[config.mk]
export PLATFORM = sky130hd
export DESIGN_NAME = cfx_exec
export DESIGN_NICKNAME = d
export VERILOG_FILES = /design/src/common/cfx_pkg.sv /design/src/cfx_exec.sv
export VERILOG_INCLUDE_DIRS = /design/src /design/src/common
export SDC_FILE = /design/constraint.sdc
export NUM_CORES = 1
export LEC_CHECK = 0
export BUFFER_PORTS_ARGS = -buffer_cell sky130_fd_sc_hd__buf_2
export CORE_ASPECT_RATIO = 1.5
export CORE_MARGIN = 2
export CORE_UTILIZATION = 53
export DETAILED_ROUTE_END_ITERATION = 10
export PLACE_DENSITY = 0.85
export SKIP_CTS_REPAIR_TIMING = 1
export SLEW_MARGIN = 20
export SYNTH_ARGS = -nofsm -noshare
export SYNTH_HDL_FRONTEND = slang
export SYNTH_SLANG_ARGS = --single-unit
[constraint.sdc]
create_clock -name core_clk -period 3.7 [get_ports core_clk]
set_input_delay 0.74 -clock core_clk [delete_from_list [all_inputs] [get_ports core_clk]]
set_output_delay 0.74 -clock core_clk [all_outputs]
set_load 0.05 [all_outputs]
[src/common/cfx_map.svh]
// Purpose: Constants for the call and file-operation execute block
// Assumes: 14-bit instruction words, 13-bit program counter
// Notes: Included by the package and the execute module
// How it works
// - A call pushes the current program counter plus one onto the stack.
// - A call loads the 11-bit immediate into program counter bits 10:0.
// - A call copies latch bits 4:3 into program counter bits 12:11.
// - A call takes two cycles and changes no status flag.
// - Invert takes the complement of the file register and updates zero.
// - Destination bit 0 writes the working register, 1 the file register.
// - Decrement subtracts one from the file register and updates zero.
// - Clear-file writes zero to the file register and sets zero.
// - Clear-working loads zero into the working register and sets zero.
// - A program counter change costs a second cycle run as no-operation.
`ifndef CFX_MAP_SVH
`define CFX_MAP_SVH
`define CFX_PC_W 13
`define CFX_IMM_W 11
`define CFX_PC_RST 13'h0000
`define CFX_LATCH_LO 3
`define CFX_LATCH_HI 4
`define CFX_DEST_BIT 7
`define CFX_CALL_OP 4'h8
`define CFX_INV_OP 6'h09
`define CFX_DEC_OP 6'h03
`define CFX_CLR_OP 6'h01
`endif

[src/common/cfx_pkg.sv]
// Purpose: Types for the call and file-operation execute block
// Assumes: Constants come from cfx_map.svh
// Notes: None
`include "cfx_map.svh"
package cfx_pkg;
	typedef enum logic [2:0] {
		CFX_NONE, CFX_CALL, CFX_INV, CFX_DEC, CFX_ZERO_FILE_OP, CFX_ZERO_ACCUMULATOR_OP
	} cfx_kind_t;
	typedef struct packed {
		logic valid;
		logic [6:0] addr;
		logic [7:0] data;
	} cfx_file_wr_t;
	typedef struct packed {
		logic valid;
		logic [`CFX_PC_W-1:0] addr;
	} cfx_push_t;
endpackage

[src/cfx_exec.sv]
// Purpose: Executes call, invert, decrement, clear-file and clear-working
// Assumes: File read data is combinational for the addressed file register
// Notes: All outputs registered except file_rd_addr, taken from instr; one instruction accepted per free cycle
`timescale 1ns/1ps
`include "cfx_map.svh"
module cfx_exec
	import cfx_pkg::*;
(
	input wire logic core_clk,
	input wire logic rst,
	input wire logic instr_valid,
	input wire logic [13:0] instr,
	input wire logic [7:0] pc_high_latch,
	input wire logic [7:0] file_rd_data,
	output logic [6:0] file_rd_addr,
	output logic [`CFX_PC_W-1:0] pc_q,
	output cfx_push_t stack_top_q,
	output cfx_file_wr_t file_wr_q,
	output logic [7:0] accum_q,
	output logic accum_wr_q,
	output logic zero_flag_q,
	output logic zero_wr_q,
	output logic busy_q
);
	// ************
	// Decode
	// ************
	typedef enum {ST_RUN, ST_NOP} cfx_state_t;
	cfx_state_t state_q, state_d;
	cfx_kind_t kind;
	logic [`CFX_PC_W-1:0] pc_d;
	cfx_push_t stack_top_d;
	cfx_file_wr_t file_wr_d;
	logic [7:0] accum_d, result;
	logic accum_wr_d, zero_flag_d, zero_wr_d, busy_d, dest;

	function automatic cfx_kind_t decode(input logic [13:0] w);
		if (w[13:11] == 3'(`CFX_CALL_OP >> 1) && w[11] == 1'b0)
			return CFX_CALL;
		else if (w[13:8] == `CFX_INV_OP)
			return CFX_INV;
		else if (w[13:8] == `CFX_DEC_OP)
			return CFX_DEC;
		else if (w[13:8] == `CFX_CLR_OP && w[7])
			return CFX_ZERO_FILE_OP;
		else if (w[13:8] == `CFX_CLR_OP)
			return CFX_ZERO_ACCUMULATOR_OP;
		return CFX_NONE;
	endfunction

	assign file_rd_addr = instr[6:0];
	assign dest = instr[`CFX_DEST_BIT];

	// ************
	// Next state
	// ************
	always_comb begin
		state_d = ST_RUN;
		pc_d = pc_q;
		stack_top_d = '0;
		file_wr_d = '0;
		accum_d = accum_q;
		accum_wr_d = 1'b0;
		zero_flag_d = zero_flag_q;
		zero_wr_d = 1'b0;
		busy_d = 1'b0;
		result = 8'h00;
		kind = instr_valid ? decode(instr) : CFX_NONE;
		case (state_q)
			ST_NOP: begin
				state_d = ST_RUN;
			end
			ST_RUN: begin
				case (kind)
					CFX_CALL: begin
						stack_top_d.valid = 1'b1;
						stack_top_d.addr = pc_q + 13'h0001;
						pc_d[`CFX_IMM_W-1:0] = instr[10:0];
						pc_d[12:11] = pc_high_latch[4:3];
						state_d = ST_NOP;
						busy_d = 1'b1;
					end
					CFX_INV, CFX_DEC: begin
						if (kind == CFX_INV)
							result = ~file_rd_data;
						else
							result = file_rd_data - 8'h01;
						zero_flag_d = (result == 8'h00);
						zero_wr_d = 1'b1;
						if (dest) begin
							file_wr_d.valid = 1'b1;
							file_wr_d.addr = instr[6:0];
							file_wr_d.data = result;
						end else begin
							accum_d = result;
							accum_wr_d = 1'b1;
						end
						pc_d = pc_q + 13'h0001;
					end
					CFX_ZERO_FILE_OP: begin
						file_wr_d.valid = 1'b1;
						file_wr_d.addr = instr[6:0];
						file_wr_d.data = 8'h00;
						zero_flag_d = 1'b1;
						zero_wr_d = 1'b1;
						pc_d = pc_q + 13'h0001;
					end
					CFX_ZERO_ACCUMULATOR_OP: begin
						accum_d = 8'h00;
						accum_wr_d = 1'b1;
						zero_flag_d = 1'b1;
						zero_wr_d = 1'b1;
						pc_d = pc_q + 13'h0001;
					end
					default: begin
						if (instr_valid)
							pc_d = pc_q + 13'h0001;
					end
				endcase
			end
			default: state_d = ST_RUN;
		endcase
	end

	// ************
	// Registers
	// ************
	always_ff @(posedge core_clk or posedge rst) begin
		if (rst) begin
			state_q <= ST_RUN;
			pc_q <= `CFX_PC_RST;
			stack_top_q <= '0;
			file_wr_q <= '0;
			accum_q <= 8'h00;
			accum_wr_q <= 1'b0;
			zero_flag_q <= 1'b0;
			zero_wr_q <= 1'b0;
			busy_q <= 1'b0;
		end else begin
			state_q <= state_d;
			pc_q <= pc_d;
			stack_top_q <= stack_top_d;
			file_wr_q <= file_wr_d;
			accum_q <= accum_d;
			accum_wr_q <= accum_wr_d;
			zero_flag_q <= zero_flag_d;
			zero_wr_q <= zero_wr_d;
			busy_q <= busy_d;
		end
	end

	// ************
	// Checks
	// ************
	property p_call_push;
		@(posedge core_clk) disable iff (rst)
		(state_q == ST_RUN && instr_valid && decode(instr) == CFX_CALL) |=>
		stack_top_q.valid && stack_top_q.addr == $past(pc_q) + 13'h0001;
	endproperty
	a_call_push: assert property (p_call_push)
		else $error("Call pushed wrong return address");
	property p_call_low;
		@(posedge core_clk) disable iff (rst)
		(state_q == ST_RUN && instr_valid && decode(instr) == CFX_CALL) |=>
		pc_q[10:0] == $past(instr[10:0]);
	endproperty
	a_call_low: assert property (p_call_low)
		else $error("Call low target wrong");
	property p_call_high;
		@(posedge core_clk) disable iff (rst)
		(state_q == ST_RUN && instr_valid && decode(instr) == CFX_CALL) |=>
		pc_q[12:11] == $past(pc_high_latch[4:3]);
	endproperty
	a_call_high: assert property (p_call_high)
		else $error("Call high target wrong");
	property p_call_two;
		@(posedge core_clk) disable iff (rst)
		(state_q == ST_RUN && instr_valid && decode(instr) == CFX_CALL) |=>
		busy_q && !zero_wr_q && $stable(zero_flag_q) ##1 !zero_wr_q
		&& !file_wr_q.valid && $stable(pc_q)
		&& $stable(zero_flag_q);
	endproperty
	a_call_two: assert property (p_call_two)
		else $error("Call not two cycles or touched flags");
	property p_inv;
		@(posedge core_clk) disable iff (rst)
		(state_q == ST_RUN && instr_valid && decode(instr) == CFX_INV
		&& instr[7]) |=> file_wr_q.valid && file_wr_q.data == ~$past(file_rd_data);
	endproperty
	a_inv: assert property (p_inv)
		else $error("Invert result wrong");
	property p_dest_w;
		@(posedge core_clk) disable iff (rst)
		(state_q == ST_RUN && instr_valid && decode(instr) == CFX_DEC
		&& !instr[7]) |=> accum_wr_q && !file_wr_q.valid
		&& accum_q == $past(file_rd_data) - 8'h01;
	endproperty
	a_dest_w: assert property (p_dest_w)
		else $error("Decrement to working register wrong");
	property p_zero_file_op;
		@(posedge core_clk) disable iff (rst)
		(state_q == ST_RUN && instr_valid && decode(instr) == CFX_ZERO_FILE_OP) |=>
		file_wr_q.valid && file_wr_q.data == 8'h00 && zero_flag_q;
	endproperty
	a_zero_file_op: assert property (p_zero_file_op)
		else $error("Clear file wrong");
	property p_zero_accumulator_op;
		@(posedge core_clk) disable iff (rst)
		(state_q == ST_RUN && instr_valid && decode(instr) == CFX_ZERO_ACCUMULATOR_OP) |=>
		accum_q == 8'h00 && zero_flag_q && !file_wr_q.valid;
	endproperty
	a_zero_accumulator_op: assert property (p_zero_accumulator_op)
		else $error("Clear working register wrong");
	property p_zero;
		@(posedge core_clk) disable iff (rst)
		zero_wr_q && (file_wr_q.valid || accum_wr_q) |->
		zero_flag_q == ((file_wr_q.valid ? file_wr_q.data : accum_q) == 8'h00);
	endproperty
	a_zero: assert property (p_zero)
		else $error("Zero flag disagrees with result");
endmodule

==> run metrics, run 1 <==
run status complete, no violations; largest area contributor in the netlist dfrtp_1; Seq/Total Area, Yosys 0.531; antenna violations before repair 0; gr usage total 0.229; Buf+Inv Stages, Crit Path 0; initial DRC count 48; placed cell area 0.00297 mm²; EDFF count, synth 0; IO Count 95; clk sink count 54; Yosys reg bits 54; Worst EP arrival 2.26 ns; TritonCTS Buffers 5; final instance area 0.00306 mm²; TritonCTS clock tree done; post-DP HPWL 4330 µm; drt drc 0; Startpoint Class register; Via density 5.32; FF+latch area 0.00135 mm²; post-synthesis net count 305; port bufs 88; first-pass GRT wire length 9090 µm; Synth Flop Type dfrtp_1; YS warnings 0; leak pwr 1.63 nW; Mapped Area 0.00254 mm²; maxcap violations 0; final cycle utilization of the critical path 0.565; fin. max-slew vios 0; GPL Wtd Cong 0.850; DR vias 2199; Slowest cell on crit path nor4_2; layout cells sized above 1 0.292; H-tree depth 2; initial core utilization 0.555; Skew-Pair Late Insertion Delay 0.30 ns; Remaining Overflow, GRT 0; Die Wd 60.6 µm; pin count of the biggest net entering global routing 55; total power per unit cell area 572 mW/mm²; Ant. Diodes 0; Hold Path Class reg -> reg; worst slew pin tran 0.906 ns; crit-path max FO 7; top-count cell post-synth dfrtp_1; post-synth top area share 0.531; clock root cell clkbuf_8; WHS 0.497 ns; full die area 0.00538 mm²; die height 88.8 µm; crit end category register; number of global-route vias before repair 2083; Synth cell types 39; Slew headroom 0.396; CP required 3.87 ns; ys async rst share 1.00; Cells after Synth 270; core area 0.00458 mm²; Critical Path Max Stage Delay 0.48 ns; Routed WL 5710 µm; VDD IR max 0.328 mV; critical path's top delay family simple AND/OR/NAND/NOR gates; clock buffer depth 2; first-pass iteration count of the detailed router 4; Worst-path clk slew 0.09 ns; Filler Cell Count 400; ranking of synthesized cells by area dfrtp_1 53%, nor2_1 5.8%, xnor2_1 5.2%; Antenna Violating Nets Remaining 0; multi-input logic area 0.00105 mm²; commonest cells in the netlist 54 x dfrtp_1, 39 x nor2_1, 27 x nand2_1, 17 x o21ai_0, 15 x xnor2_1; FMAX 478 MHz; clock skew 0.00595 ns; final core utilization 0.669; WS Path Type reg -> reg; crit-path cells ha_1, nand3_1, nor4_2, and3_1, o21ai_0, nand2_1, o21ai_1; RSZ-0062 raised after global routing false; Layout Area Growth over Synthesis 20.5%; setup violators final 0; fin nets 383; Routed WL per cell 13.8 µm; floorplan row count 30; Syn Area/Cell 9.42 µm²; Design Power 1.75 mW; Fin. Hold Viols 0; setup TNS 0 ns; crit path time final 2.09 ns
layer usage:
metal,track usage,share of wire,up-vias
li1,-,-,1064
met1,0.231,0.38,1049
met2,0.431,0.55,78
met3,0.0541,0.057,8
met4,0.105,0.019,0
met5,0,0,-
metrics by stage:
step                      setup WS (ns)  std cells
after floorplan                    1.55        270
after global placement             1.32        405
after detailed placement           1.28        405
after CTS                          1.61        413
after global routing               1.46        413
final                              1.61        413
power by group:
group	switching (mW)	internal (mW)	leakage [nW]
logic	0.483	0.179	0.859
registers	0.0955	0.665	0.718
clock network	0.178	0.151	0.0482
worst min-delay path, cell delays in order, from the launching register on:
cell	delay (ns)
dfrtp_1	0.35
nand2_1	0.05
o21ai_0	0.07
worst paths after layout:
path / end / slack, ns / from / cells after the start
hold reg to reg: accum_q[3] / 0.50 / accum_q[3] / 2
hold / removal: accum_q[3] / 0.50 / accum_q[3] / 2
max in group asynchronous: stack_top_q[12] / 2.57 / rst / 2
setup reg to reg: pc_q[12] / 1.61 / pc_q[0] / 7
min in group asynchronous: file_wr_q[12] / 0.59 / rst / 2
setup / recovery: pc_q[12] / 1.61 / pc_q[0] / 7
area by class of cell:
cell class	instances	area share
sequential	54	0.441
tap	64	0.0261
clock inverter	1	0.00163
timing repair buffer	89	0.146
clock buffer	7	0.0282
inverter	10	0.0127
multi-input combinational	188	0.344
cells by family (layout without fill, tap and decap cells):
logic type      Yosys count  after routing  synth area share
compound gates           56             56             0.127
xor+xnor                 19             19            0.0655
fa+ha+maj                 2              2           0.00984
buf+inv                  28            107            0.0536
flops                    54             54             0.531
mux                       1              1           0.00394
simple gates            110            110             0.208
cells in the final DEF (no fill, tap or decap), drive strengths merged, types with 3 or more instances in the layout:
cell	count
and3	14
a21oi	13
buf	89
xor2	4
xnor2	15
nor2	40
o21ai	27
nor4	3
dfrtp	54
nand3	10
inv	9
clkbuf	7
a22oi	6
o22ai	3
nand2	27
flip-flops by register name (all words and copies together) (netlist names):
name         flops
state_q          1
pc_q            13
zero_flag_q      1
accum_wr_q       1
zero_wr_q        1
file_wr_q       16
stack_top_q     13
accum_q          8
Power figures use the tool's default switching activity.
==> inputs of run 2 (changes only) <==
Settings changed: ABC_AREA set to 1, CORE_UTILIZATION 53 to 45, PLACE_DENSITY 0.85 to 0.76.
Clock period 3.7 ns to 1.8 ns, I/O delays scaled along.
==> run 2 against run 1 <==
Final cell count is 25% higher. Critical path depth decreased by 6. Clock skew barely moved. Power is 99% higher. Worst setup slack got worse by 1.5 ns. First-iteration DRC count up 35%. Sequential share of layout area shrank 5.0 points. Core utilization fell by 7.1 points. Area after synthesis is 6.1% higher. Die area up 23%. Synthesized cell count is 27% higher. Register-to-register slack got worse by 1.5 ns. Critical path type is now reg -> out. Critical endpoint is now stack_top_q[13]. Largest cell class unchanged.
==> run metrics, run 2 <==
ranking of synthesized cells by area dfrtp_1 50%, nand2_1 11%, nor2_1 8.1%; full die area 0.00664 mm²; first-pass iteration count of the detailed router 4; Antenna Violating Nets Remaining 0; final core utilization 0.599; Cells after Synth 343; H-tree depth 2; IO Count 95; pin count of the biggest net entering global routing 55; clock buffer depth 2; crit path time final 1.70 ns; Filler Cell Count 542; Slew headroom 0.661; Synth cell types 25; post-synth top area share 0.501; first-pass GRT wire length 9690 µm; clock root cell clkbuf_8; Ant. Diodes 0; leak pwr 2.05 nW; Startpoint Class register; Worst EP arrival 1.34 ns; CP required 1.44 ns; post-DP HPWL 4640 µm; setup violators final 0; fin nets 480; GPL Wtd Cong 0.846; floorplan row count 34; fin. max-slew vios 0; Remaining Overflow, GRT 0; EDFF count, synth 0; antenna violations before repair 0; ys async rst share 1.00; commonest non-fill, non-tap cells in the layout 88 x buf_2, 82 x nand2_1, 55 x inv_1, 54 x nor2_1, 51 x dfrtp_1; layout cells sized above 1 0.316; total power per unit cell area 1010 mW/mm²; Buf+Inv Stages, Crit Path 1; YS warnings 0; final cycle utilization of the critical path 0.942; Slowest cell on crit path dfrtp_1; WS Path Type reg -> out; top flop regs file_wr_q: 16 flops, pc_q: 13 flops, stack_top_q: 13 flops; Via density 4.76; FMAX 590 MHz; die height 98.8 µm; TritonCTS Buffers 5; Routed WL 6100 µm; Fin. Hold Viols 0; final instance area 0.00346 mm²; placed cell area 0.00330 mm²; Layout Area Growth over Synthesis 28.4%; Worst-path clk slew 0.09 ns; Seq/Total Area, Yosys 0.501; initial core utilization 0.466; clk sink count 54; worst slew pin tran 0.509 ns; clock skew 0.00635 ns; initial DRC count 65; post-synthesis net count 378; drt drc 0; most flop-heavy register file_wr_q; top-count cell post-synth nand2_1; Design Power 3.49 mW; Hold Path Class in -> async; Largest register FFs 16; Routed WL per cell 11.8 µm; DR vias 2467; Critical Path Max Stage Delay 0.67 ns; Synth Flop Type dfrtp_1; run status complete, no violations; crit end category output pin; crit-path max FO 15; core area 0.00579 mm²; Skew-Pair Late Insertion Delay 0.30 ns; WHS 0.0887 ns; gr usage total 0.190; critical path's top delay family flip-flops; setup TNS 0 ns; port bufs 88; Yosys reg bits 54; Mapped Area 0.00270 mm²; largest area contributor in the netlist dfrtp_1; most common cell after layout, fill and taps aside buf_2; VDD IR max 0.585 mV; maxcap violations 0; Die Wd 67.2 µm; number of global-route vias before repair 2236; crit-path cells buf_2; Syn Area/Cell 7.86 µm²; commonest cells in the netlist 82 x nand2_1, 58 x nor2_1, 56 x inv_1, 54 x dfrtp_1, 17 x o21ai_1; TritonCTS clock tree done
## run 2: layout make-up
type	instances	area, µm²	area share
multi-input cells	217	1080	0.313
clock inverters	1	5.00	0.00145
well taps	72	90.1	0.0260
repair buffers	110	631	0.182
clock buffers	7	86.3	0.0249
inverters	57	214	0.0618
flip-flops and latches	54	1360	0.391
## run 2: cell families (layout without fill, tap and decap cells)
logic type / Yosys count / count (layout) / share of synthesized area
compound gates: 32 / 32 / 0.0617
buf+inv: 72 / 175 / 0.115
fa+ha+maj: 2 / 2 / 0.00928
simple gates: 170 / 170 / 0.271
xor+xnor: 13 / 13 / 0.0422
flops: 54 / 54 / 0.501
## run 2: worst paths after layout
path | depth (start not counted) | end | slack (ns) | start
min | 3 | stack_top_q[12] | 0.09 | rst
max reg2reg | 9 | pc_q[10] | 0.10 | pc_q[0]
max | 1 | stack_top_q[13] | 0.10 | state_q[0]
max in group asynchronous | 3 | pc_q[1] | 1.46 | rst
min reg2reg | 2 | accum_q[0] | 0.50 | accum_q[0]
min in group core_clk | 2 | file_wr_q[0] | 0.25 | file_rd_data[0]
## run 2: through the flow
| stage | instances | setup slack, ns |
|---|---|---|
| after global routing | 518 | -0.0290 |
| after floorplan | 343 | -0.0253 |
| after CTS | 515 | -0.0139 |
| after global placement | 507 | -0.0646 |
| after detailed placement | 507 | -0.117 |
| final | 518 | 0.105 |
## run 2: worst reg2reg max path, cell delays in order, from the launching register on
cell and delay [ns]:
dfrtp_2 0.42, ha_4 0.14, nand2_1 0.06, nor2_2 0.15
nand4_1 0.16, nor2_2 0.19, buf_4 0.14, xor2_2 0.15
nand2_1 0.07, a31oi_1 0.15
## run 2: per-layer routing
metal  up-vias  share of wire  GRT usage
met5         -              0          0
met1      1136           0.37      0.203
met4         0          0.030      0.100
li1       1243              -          -
met2        74           0.55      0.343
met3        14          0.050     0.0342
## run 2: power by group
| part | switching [mW] | internal, mW | total [mW] |
|---|---|---|---|
| sequential | 0.138 | 1.35 | 1.49 |
| clock | 0.381 | 0.311 | 0.693 |
| combinational | 0.942 | 0.365 | 1.31 |
| total | 1.46 | 2.03 | 3.49 |
